## config.mk

```make
export PLATFORM = sky130hd
export DESIGN_NAME = cwc_option_core
export DESIGN_NICKNAME = d
export VERILOG_FILES = /design/src/cwc_pkg.sv /design/src/cwc_sum_accum.sv /design/src/cwc_option_core.sv
export SDC_FILE = /design/constraint.sdc
export NUM_CORES = 1
export LEC_CHECK = 0
export ABC_CLOCK_PERIOD_IN_PS = 8400
export BUFFER_PORTS_ARGS = -buffer_cell sky130_fd_sc_hd__buf_2
export CORE_ASPECT_RATIO = 0.8
export CORE_MARGIN = 4
export CORE_UTILIZATION = 42
export DETAILED_ROUTE_END_ITERATION = 8
export GPL_TIMING_DRIVEN = 0
export PLACE_DENSITY_LB_ADDON = 0.05
export SLEW_MARGIN = 15
export SYNTH_ARGS = -nofsm -noshare
export SYNTH_HDL_FRONTEND = slang
export SYNTH_SLANG_ARGS = --single-unit
```

## constraint.sdc

```tcl
create_clock -name ref_clk_in -period 8.4 [get_ports ref_clk_in]
set_input_delay 0.42 -clock ref_clk_in [delete_from_list [all_inputs] [get_ports ref_clk_in]]
set_output_delay 0.42 -clock ref_clk_in [all_outputs]
set_load 0.01 [all_outputs]
```

## src/cwc_pkg.sv

```systemverilog
package cwc_pkg;

  // ----------------------------------------------------------------
  // Widths
  // ----------------------------------------------------------------
  localparam int WORD_W = 14;
  localparam int SUM_W  = 16;
  localparam int MADR_W = 12;

  // ----------------------------------------------------------------
  // Address map of the programming access port
  // ----------------------------------------------------------------
  localparam logic [13:0] ADDR_PROG_LAST = 14'h0FFF;
  localparam logic [13:0] ADDR_DATA_LAST = 14'h00FF;
  localparam logic [13:0] ADDR_ID_FIRST  = 14'h2000;
  localparam logic [13:0] ADDR_ID_LAST   = 14'h2003;
  localparam logic [13:0] ADDR_OPT_A     = 14'h2007;
  localparam logic [13:0] ADDR_OPT_B     = 14'h2008;

  // ----------------------------------------------------------------
  // Reset values and checksum masks
  // ----------------------------------------------------------------
  localparam logic [13:0] OPT_A_RESET    = 14'h3FFF;
  localparam logic [13:0] OPT_B_RESET    = 14'h3FFF;
  localparam logic [13:0] ID_RESET       = 14'h3FFF;
  localparam logic [13:0] OPT_A_SUM_MASK = 14'h3FFF;
  localparam logic [13:0] OPT_B_SUM_MASK = 14'h0003;
  localparam logic [13:0] OPT_B_UNIMPL   = 14'h3FFC;
  localparam logic [3:0]  ID_NIB_MASK    = 4'hF;

  // ----------------------------------------------------------------
  // Field positions
  // ----------------------------------------------------------------
  localparam int OPT_A_CP_BIT     = 13;
  localparam int OPT_A_CPD_BIT    = 8;
  localparam int OPT_A_LVE_BIT    = 7;
  localparam int OPT_A_BOD_BIT    = 6;
  localparam int OPT_A_RPF_BIT    = 5;
  localparam int OPT_A_OSC_HI_BIT = 4;
  localparam int OPT_A_PUD_BIT    = 3;
  localparam int OPT_A_WDT_BIT    = 2;
  localparam int OPT_B_SWO_BIT    = 1;
  localparam int OPT_B_FCM_BIT    = 0;

  // ----------------------------------------------------------------
  // Types
  // ----------------------------------------------------------------
  typedef enum logic [2:0] {
    OSC_LP            = 3'h0,
    OSC_XT            = 3'h1,
    OSC_HS            = 3'h2,
    OSC_EXT_CLOCK     = 3'h3,
    OSC_INT_RC_IO     = 3'h4,
    OSC_INT_RC_CLKOUT = 3'h5,
    OSC_EXT_RC_IO     = 3'h6,
    OSC_EXT_RC_CLKOUT = 3'h7
  } cwc_osc_t;

  typedef struct packed {
    logic     code_protect_n;
    logic     data_memory_protect_n;
    logic     low_voltage_entry_enable;
    logic     brownout_detect_enable;
    logic     reset_pin_function_select;
    logic     powerup_delay_enable_n;
    logic     watchdog_enable;
    cwc_osc_t oscillator_select;
    logic     clkout_enable;
    logic     clock_switchover_enable;
    logic     failsafe_clock_monitor_enable;
  } cwc_options_t;

  typedef struct packed {
    logic        write;
    logic        data_space;
    logic [13:0] addr;
    logic [13:0] wdata;
  } cwc_access_t;

endpackage

```

## src/cwc_sum_accum.sv

```systemverilog
`timescale 1ns/1ps
module cwc_sum_accum
  import cwc_pkg::*;
(
  // Clock and reset
  input  wire logic             ref_clk_in,
  input  wire logic             rst_n_in,
  // Accumulate control
  input  wire logic             clear_in,
  input  wire logic             add_in,
  input  wire logic [SUM_W-1:0] word_in,
  // Running total
  output logic      [SUM_W-1:0] sum_out
);

  logic [SUM_W-1:0] sum_q;
  logic [SUM_W-1:0] sum_d;

  // ----------------------------------------------------------------
  // Sixteen-bit wrap: carries out of the top bit are dropped
  // ----------------------------------------------------------------
  assign sum_d = clear_in ? '0 : (add_in ? sum_q + word_in : sum_q);

  always_ff @(posedge ref_clk_in)
  begin
    if (!rst_n_in)
      sum_q <= '0;
    else
      sum_q <= sum_d;
  end

  assign sum_out = sum_q;

endmodule // cwc_sum_accum

```

## src/cwc_option_core.sv

```systemverilog
`timescale 1ns/1ps
module cwc_option_core
  import cwc_pkg::*;
(
  // Clock and reset
  input  wire logic              ref_clk_in,
  input  wire logic              rst_n_in,
  // Programming access port
  input  wire logic              access_valid_in,
  input  wire cwc_access_t       access_req_in,
  output logic      [WORD_W-1:0] access_rdata_out,
  output logic                   access_rvalid_out,
  output logic                   access_refused_out,
  // Memory array port
  output logic      [MADR_W-1:0] mem_addr_out,
  output logic                   mem_data_space_out,
  output logic                   mem_re_out,
  output logic                   mem_we_out,
  output logic      [WORD_W-1:0] mem_wdata_out,
  input  wire logic [WORD_W-1:0] mem_rdata_in,
  // Checksum engine
  input  wire logic              sum_start_in,
  output logic                   sum_busy_out,
  output logic                   sum_valid_out,
  output logic      [SUM_W-1:0]  sum_value_out,
  // Shared pins
  input  wire logic              port_b_pin_3_in,
  input  wire logic              shared_reset_pin_in,
  output logic                   low_voltage_entry_input_out,
  output logic                   port_b_pin_3_gpio_out,
  output logic                   reset_pin_gpio_out,
  output logic                   internal_reset_n_out,
  // Decoded options
  output cwc_options_t           options_out
);

  typedef enum logic [2:0] {CS_IDLE, CS_MEM, CS_DRAIN, CS_CFG_A, CS_CFG_B, CS_IDS} cwc_sum_state_t;

  // ----------------------------------------------------------------
  // Functions
  // ----------------------------------------------------------------
  function automatic logic in_mem_range(input cwc_access_t r);
    in_mem_range = r.data_space ? (r.addr <= ADDR_DATA_LAST) : (r.addr <= ADDR_PROG_LAST);
  endfunction

  function automatic logic is_protected(input logic dsp, input logic cp_n, input logic cpd_n);
    is_protected = dsp ? ~cpd_n : ~cp_n;
  endfunction

  function automatic logic has_clkout(input cwc_osc_t m);
    has_clkout = (m == OSC_EXT_RC_CLKOUT) || (m == OSC_INT_RC_CLKOUT);
  endfunction

  // ----------------------------------------------------------------
  // Declarations
  // ----------------------------------------------------------------
  logic [WORD_W-1:0] opt_a_q;
  logic [1:0]        opt_b_q;
  logic [WORD_W-1:0] id_q [4];
  logic [1:0]        sync1_q;
  logic [1:0]        sync2_q;
  cwc_options_t      opts_d;
  cwc_options_t      opts_q;
  logic              lve_in_q;
  logic              pin3_gpio_q;
  logic              rpin_gpio_q;
  logic              int_rst_n_q;
  cwc_sum_state_t    state_q;
  cwc_sum_state_t    state_d;
  logic [MADR_W-1:0] sum_addr_q;
  logic              mem_pend_q;
  logic              sum_valid_q;
  logic              rd_pend_q;
  logic              rd_mem_q;
  logic              rd_blank_q;
  logic [WORD_W-1:0] rd_local_q;
  logic [WORD_W-1:0] rdata_q;
  logic              rvalid_q;
  logic              busy;
  logic              take;
  logic              hit_mem;
  logic              hit_id;
  logic              hit_opt_a;
  logic              hit_opt_b;
  logic              prot_hit;
  logic              wr_mem;
  logic              wr_refused;
  logic [1:0]        id_sel;
  logic [WORD_W-1:0] opt_b_read;
  logic [WORD_W-1:0] local_rdata;
  logic [SUM_W-1:0]  packed_identifier_value;
  logic [SUM_W-1:0]  add_word;
  logic              add_en;
  logic              sum_clear;
  logic [SUM_W-1:0]  sum_total;

  // ----------------------------------------------------------------
  // Access decode
  // ----------------------------------------------------------------
  assign busy       = (state_q != CS_IDLE);
  assign take       = access_valid_in & ~busy & ~sum_start_in;
  assign hit_mem    = in_mem_range(access_req_in);
  assign hit_id     = ~access_req_in.data_space & (access_req_in.addr >= ADDR_ID_FIRST)
                      & (access_req_in.addr <= ADDR_ID_LAST);
  assign hit_opt_a  = ~access_req_in.data_space & (access_req_in.addr == ADDR_OPT_A);
  assign hit_opt_b  = ~access_req_in.data_space & (access_req_in.addr == ADDR_OPT_B);
  assign prot_hit   = hit_mem & is_protected(access_req_in.data_space, opt_a_q[OPT_A_CP_BIT],
                                             opt_a_q[OPT_A_CPD_BIT]);
  assign wr_mem     = take & access_req_in.write & hit_mem & ~prot_hit;
  assign wr_refused = take & access_req_in.write & prot_hit;
  assign id_sel     = access_req_in.addr[1:0];
  assign opt_b_read = OPT_B_UNIMPL | {12'h000, opt_b_q};
  // Option words and identifiers ignore protection on read
  assign local_rdata = hit_opt_a ? opt_a_q :
                       hit_opt_b ? opt_b_read :
                       hit_id    ? id_q[id_sel] : '0;

  // Refusal is a pulse in the request cycle; a busy engine also refuses
  assign access_refused_out = (access_valid_in & (busy | sum_start_in)) | wr_refused;

  // ----------------------------------------------------------------
  // Memory port: engine owns it in CS_MEM, else the access port
  // ----------------------------------------------------------------
  assign mem_addr_out       = (state_q == CS_MEM) ? sum_addr_q : access_req_in.addr[MADR_W-1:0];
  assign mem_data_space_out = (state_q == CS_MEM) ? 1'b0 : access_req_in.data_space;
  assign mem_re_out         = (state_q == CS_MEM) | (take & ~access_req_in.write & hit_mem & ~prot_hit);
  assign mem_we_out         = wr_mem;
  assign mem_wdata_out      = access_req_in.wdata;

  // ----------------------------------------------------------------
  // Option word and identifier storage
  // ----------------------------------------------------------------
  always_ff @(posedge ref_clk_in)
  begin
    if (!rst_n_in)
    begin
      opt_a_q <= OPT_A_RESET;
      opt_b_q <= OPT_B_RESET[1:0];
      for (int i = 0; i < 4; i++)
        id_q[i] <= ID_RESET;
    end
    else if (take & access_req_in.write)
    begin
      // Protection never blocks these, so a locked part can still be reconfigured
      if (hit_opt_a)
        opt_a_q <= access_req_in.wdata;
      if (hit_opt_b)
        opt_b_q <= access_req_in.wdata[1:0];
      if (hit_id)
        id_q[id_sel] <= access_req_in.wdata;
    end
  end

  // ----------------------------------------------------------------
  // Read pipeline: answer two edges after the request
  // ----------------------------------------------------------------
  always_ff @(posedge ref_clk_in)
  begin
    if (!rst_n_in)
    begin
      rd_pend_q  <= 1'b0;
      rd_mem_q   <= 1'b0;
      rd_blank_q <= 1'b0;
      rd_local_q <= '0;
      rdata_q    <= '0;
      rvalid_q   <= 1'b0;
    end
    else
    begin
      rd_pend_q  <= take & ~access_req_in.write;
      rd_mem_q   <= hit_mem;
      rd_blank_q <= prot_hit;
      rd_local_q <= local_rdata;
      rvalid_q   <= rd_pend_q;
      if (rd_pend_q)
        rdata_q <= rd_mem_q ? (rd_blank_q ? '0 : mem_rdata_in) : rd_local_q;
    end
  end

  assign access_rdata_out  = rdata_q;
  assign access_rvalid_out = rvalid_q;

  // ----------------------------------------------------------------
  // Option decode
  // ----------------------------------------------------------------
  always_comb
  begin
    opts_d                               = '0;
    opts_d.code_protect_n                = opt_a_q[OPT_A_CP_BIT];
    opts_d.data_memory_protect_n         = opt_a_q[OPT_A_CPD_BIT];
    opts_d.low_voltage_entry_enable      = opt_a_q[OPT_A_LVE_BIT];
    opts_d.brownout_detect_enable        = opt_a_q[OPT_A_BOD_BIT];
    opts_d.reset_pin_function_select     = opt_a_q[OPT_A_RPF_BIT];
    opts_d.powerup_delay_enable_n        = opt_a_q[OPT_A_PUD_BIT];
    opts_d.watchdog_enable               = opt_a_q[OPT_A_WDT_BIT];
    opts_d.oscillator_select             = cwc_osc_t'({opt_a_q[OPT_A_OSC_HI_BIT], opt_a_q[1:0]});
    opts_d.clkout_enable                 = has_clkout(opts_d.oscillator_select);
    opts_d.clock_switchover_enable       = opt_b_q[OPT_B_SWO_BIT];
    opts_d.failsafe_clock_monitor_enable = opt_b_q[OPT_B_FCM_BIT];
  end

  // ----------------------------------------------------------------
  // Pin synchronisers and pin function
  // ----------------------------------------------------------------
  always_ff @(posedge ref_clk_in)
  begin
    if (!rst_n_in)
    begin
      sync1_q     <= '0;
      sync2_q     <= '0;
      opts_q      <= '0;
      lve_in_q    <= 1'b0;
      pin3_gpio_q <= 1'b0;
      rpin_gpio_q <= 1'b0;
      int_rst_n_q <= 1'b0;
    end
    else
    begin
      sync1_q     <= {shared_reset_pin_in, port_b_pin_3_in};
      sync2_q     <= sync1_q;
      opts_q      <= opts_d;
      lve_in_q    <= opts_q.low_voltage_entry_enable & sync2_q[0];
      pin3_gpio_q <= ~opts_q.low_voltage_entry_enable;
      rpin_gpio_q <= ~opts_q.reset_pin_function_select;
      // Tied inactive when the pin is I/O, so pin toggling cannot reset the core
      int_rst_n_q <= opts_q.reset_pin_function_select ? sync2_q[1] : 1'b1;
    end
  end

  assign options_out                 = opts_q;
  assign low_voltage_entry_input_out = lve_in_q;
  assign port_b_pin_3_gpio_out       = pin3_gpio_q;
  assign reset_pin_gpio_out          = rpin_gpio_q;
  assign internal_reset_n_out        = int_rst_n_q;

  // ----------------------------------------------------------------
  // Checksum sequencer
  // ----------------------------------------------------------------
  assign packed_identifier_value = {id_q[0][3:0] & ID_NIB_MASK, id_q[1][3:0] & ID_NIB_MASK,
                                    id_q[2][3:0] & ID_NIB_MASK, id_q[3][3:0] & ID_NIB_MASK};

  always_comb
  begin
    state_d = state_q;
    unique case (state_q)
      CS_IDLE:  if (sum_start_in) state_d = opt_a_q[OPT_A_CP_BIT] ? CS_MEM : CS_CFG_A;
      CS_MEM:   if (sum_addr_q == ADDR_PROG_LAST[MADR_W-1:0]) state_d = CS_DRAIN;
      CS_DRAIN: state_d = CS_CFG_A;
      CS_CFG_A: state_d = CS_CFG_B;
      CS_CFG_B: state_d = opt_a_q[OPT_A_CP_BIT] ? CS_IDLE : CS_IDS;
      CS_IDS:   state_d = CS_IDLE;
    endcase
  end

  // Memory words land one edge after their address, hence the drain step
  assign add_word = mem_pend_q             ? {2'b00, mem_rdata_in} :
                    (state_q == CS_CFG_A)  ? {2'b00, opt_a_q & OPT_A_SUM_MASK} :
                    (state_q == CS_CFG_B)  ? {2'b00, opt_b_read & OPT_B_SUM_MASK} :
                    packed_identifier_value;
  assign add_en    = mem_pend_q | (state_q == CS_CFG_A) | (state_q == CS_CFG_B) | (state_q == CS_IDS);
  assign sum_clear = (state_q == CS_IDLE) & sum_start_in;

  always_ff @(posedge ref_clk_in)
  begin
    if (!rst_n_in)
    begin
      state_q     <= CS_IDLE;
      sum_addr_q  <= '0;
      mem_pend_q  <= 1'b0;
      sum_valid_q <= 1'b0;
    end
    else
    begin
      state_q    <= state_d;
      mem_pend_q <= (state_q == CS_MEM);
      sum_addr_q <= (state_q == CS_MEM) ? sum_addr_q + 1'b1 : '0;
      if (sum_clear)
        sum_valid_q <= 1'b0;
      else if (busy & (state_d == CS_IDLE))
        sum_valid_q <= 1'b1;
    end
  end

  cwc_sum_accum u_sum_accum (
    .ref_clk_in (ref_clk_in),
    .rst_n_in   (rst_n_in),
    .clear_in   (sum_clear),
    .add_in     (add_en),
    .word_in    (add_word),
    .sum_out    (sum_total)
  );

  assign sum_busy_out  = busy;
  assign sum_valid_out = sum_valid_q;
  assign sum_value_out = sum_total;

endmodule // cwc_option_core

```

==> results.cfg <==
[setup_path]
cp.arrival_ns = 4.25
crit_chain = clkbuf_1 -> nand2b_1 -> a21oi_1 -> o221ai_1 -> o21ai_0 -> ha_1 -> a21o_1 -> a21oi_1 -> o21ai_1 -> a31o_2 -> a21o_1 -> mux2i_1 -> mux2_2
max_stage_delay_ns = 0.40
slowest_stage = o21ai_0
worst-path-max-fanout = 10
timing_worst_setup_path_type = flop to flop
start_kind = flop
cpLargestDelayFamily = compound AO/OA/AOI/OAI gates
end_kind = flop
required_ns = 8.71
critical_path_buf_inv_count = 1

[global_routing]
grt_max_degree = 17
grt_usage_pct = 21.9
antenna_found_initial = 0
grt_pass1_vias = 6020
grt_pass1_wl_mm = 33.5
overflow = 0

[timing]
period_needed_ns = 3.93
clock.fmax_mhz = 254
fin_hold_ws_ns = 0.201
max_slew_margin_pct = 35.1
fin_crit_sh_pct = 46.8
skew_ns = 0.0107
drv_slew = 0
worstMarginPinSlew_ns = 0.964
finalHoldViolations = 0
rsz0062_at_grt = false
setup_slack_ns = 4.47
tns_ns = 0
setup_viol = 0

[finish]
drive_gt1_share_pct = 24.9
register_area_um2 = 3720
final_common_cell = nand2_1
area_growth_pct = 21.0
instances_no_fill = 1155
fill_cells = 1658
multiInputGateArea_um2 = 3490
layout_common_cells = nand2_1 (153), buf_2 (139), dfxtp_1 (102)
num_antenna_cells = 0
nets = 985
fin_area_um2 = 9130

[die]
io_pins = 130
rows = 43
die_x_um = 158
die-height_um = 128
die-area_um2 = 20200
core_area_um2 = 17500
initial_core_util_pct = 43.1

[placement]
dp_slack_ns = 4.56
portBuffers = 128
dpl_cell_area_um2 = 8480
dp_hpwl_mm = 16.8
gp_congestion = 0.896
dp_cells = 1123

[clock_network]
clock-sinks = 158
cts_setup_buffers = 0
cts_hold_buf = 0
clock_path_buffers = 2
h-tree-depth = 4
numCtsBuffers = 17
cts_tree = built
path_clk_slew_ns = 0.06
clk-insertion-delay-late_ns = 0.43
cts_repair_resize_count = 0
clockRootBuffer = clkbuf_16

[hold_path]
hp-class = input pin to flop

[synthesis]
synth_ff_type = dfxtp_1
synthCells = 769
synth_cell_types = 60
synth.net_count = 837
synth_edf_count = 56
seq_area_frac_synth_pct = 49.4
async_flop_share_pct = 0
syn_avg_cell_area_um2 = 9.81
yosys_warnings = 0
syn_area_um2 = 7540
ys_ff_latch = 158

[detailed_routing]
ant_nets = 0
drc = 0
vias = 6231
via_per_inst = 5.39
drtIter0Drc = 409
routed_wl_mm = 22.1
drt-pass1-iter-count = 7
post_drt_wl_per_cell_um = 19.1

[status]
status = complete, no violations

[flow_run]
drv_cap = 0

[pwr]
ir_drop_uv = 125
power_density_nw_per_um2 = 204
power.leakage_uw = 0.00355
cells in the mapped netlist, types with 3 or more instances:
master / instances / area (µm²)
nand2_1: 153 / 574
dfxtp_1: 102 / 2040
nor2_1: 58 / 218
edfxtp_1: 56 / 1680
a21oi_1: 37 / 185
o21ai_0: 32 / 160
clkbuf_1: 28 / 105
nand3_1: 23 / 115
nand2b_1: 21 / 131
and2_1: 20 / 125
ha_1: 17 / 213
buf_4: 16 / 120
mux2i_1: 16 / 160
a311oi_1: 15 / 131
mux2_2: 14 / 158
mux4_2: 14 / 315
nand3b_1: 14 / 105
a21o_1: 12 / 90.1
xor2_1: 12 / 105
buf_2: 11 / 55.1
and3_1: 10 / 62.6
xnor2_1: 9 / 78.8
inv_1: 7 / 26.3
nor2b_1: 7 / 43.8
nor3_1: 6 / 30.0
and4_1: 4 / 35.0
buf_1: 4 / 15.0
a22oi_1: 3 / 22.5
a31o_2: 3 / 26.3
a31oi_1: 3 / 18.8
nand4_1: 3 / 18.8
nor4_1: 3 / 18.8
layer usage:
metal | global-route usage (%) | routed length, µm
met1 | 31.9 | 10600
met2 | 32.1 | 9390
met3 | 5.16 | 1640
met4 | 7.38 | 484
met5 | 0 | 0
where the power goes:
| group | switching (µW) | internal [µW] |
|---|---|---|
| logic | 120 | 83.3 |
| registers | 7.58 | 803 |
| clock network | 319 | 530 |
final timing paths:
| check | from | endpoint | slack (ns) | cells after the start |
|---|---|---|---|---|
| worst max-delay path | state_q[1] | u_sum_accum.sum_out[15] | 4.47 | 13 |
| worst min-delay path | shared_reset_pin_in | sync1_q[1] | 0.20 | 2 |
| worst max register to register | state_q[1] | u_sum_accum.sum_out[15] | 4.47 | 13 |
| worst min register to register | options_out[10] | port_b_pin_3_gpio_out | 0.43 | 1 |
cell type report:
class	instances	share of cell area, %
Buffer	60	3.36
Clock buffer	19	4.74
Clock inverter	13	2.33
Inverter	8	0.329
Multi-Input combinational cell	543	38.2
Sequential cell	158	40.8
Tap cell	225	3.08
Timing Repair Buffer	129	7.18
cells by family after synthesis:
kind of cell | share of synthesized area [%]
AOI/OAI and AO/OA | 10.4
xor gates and xnor gates | 2.44
adders and majority gates | 3.09
buffers and inverters | 4.46
DFF | 49.4
muxes | 8.39
and+or+nand+nor | 21.9
state kept, by name (all words and copies together) (netlist names), 2 cells and up:
register             flops
access_rdata_out        14
id_q                    56
opt_a_q                 14
opt_b_q                  2
options_out             13
rd_local_q              14
state_q                  3
sum_addr_q              12
sync1_q                  2
sync2_q                  2
u_sum_accum.sum_out     16
stage by stage:
| step | util (%) | total power, µW |
|---|---|---|
| after floorplan | - | 955 |
| after global placement | 48.4 | 1030 |
| after detailed placement | 48.5 | 1030 |
| after CTS | 52.2 | 1880 |
| after global routing | 52.2 | 1930 |
| final | 52.2 | 1860 |
worst register-to-register path, cell delays in order, from the launching register on:
cell	delay, ns
dfxtp_1	0.39
clkbuf_1	0.38
nand2b_1	0.15
a21oi_1	0.29
o221ai_1	0.29
o21ai_0	0.40
ha_1	0.31
a21o_1	0.18
a21oi_1	0.29
o21ai_1	0.19
a31o_2	0.27
a21o_1	0.18
mux2i_1	0.15
mux2_2	0.35
Note: power is estimated with default switching activity, not from simulation.
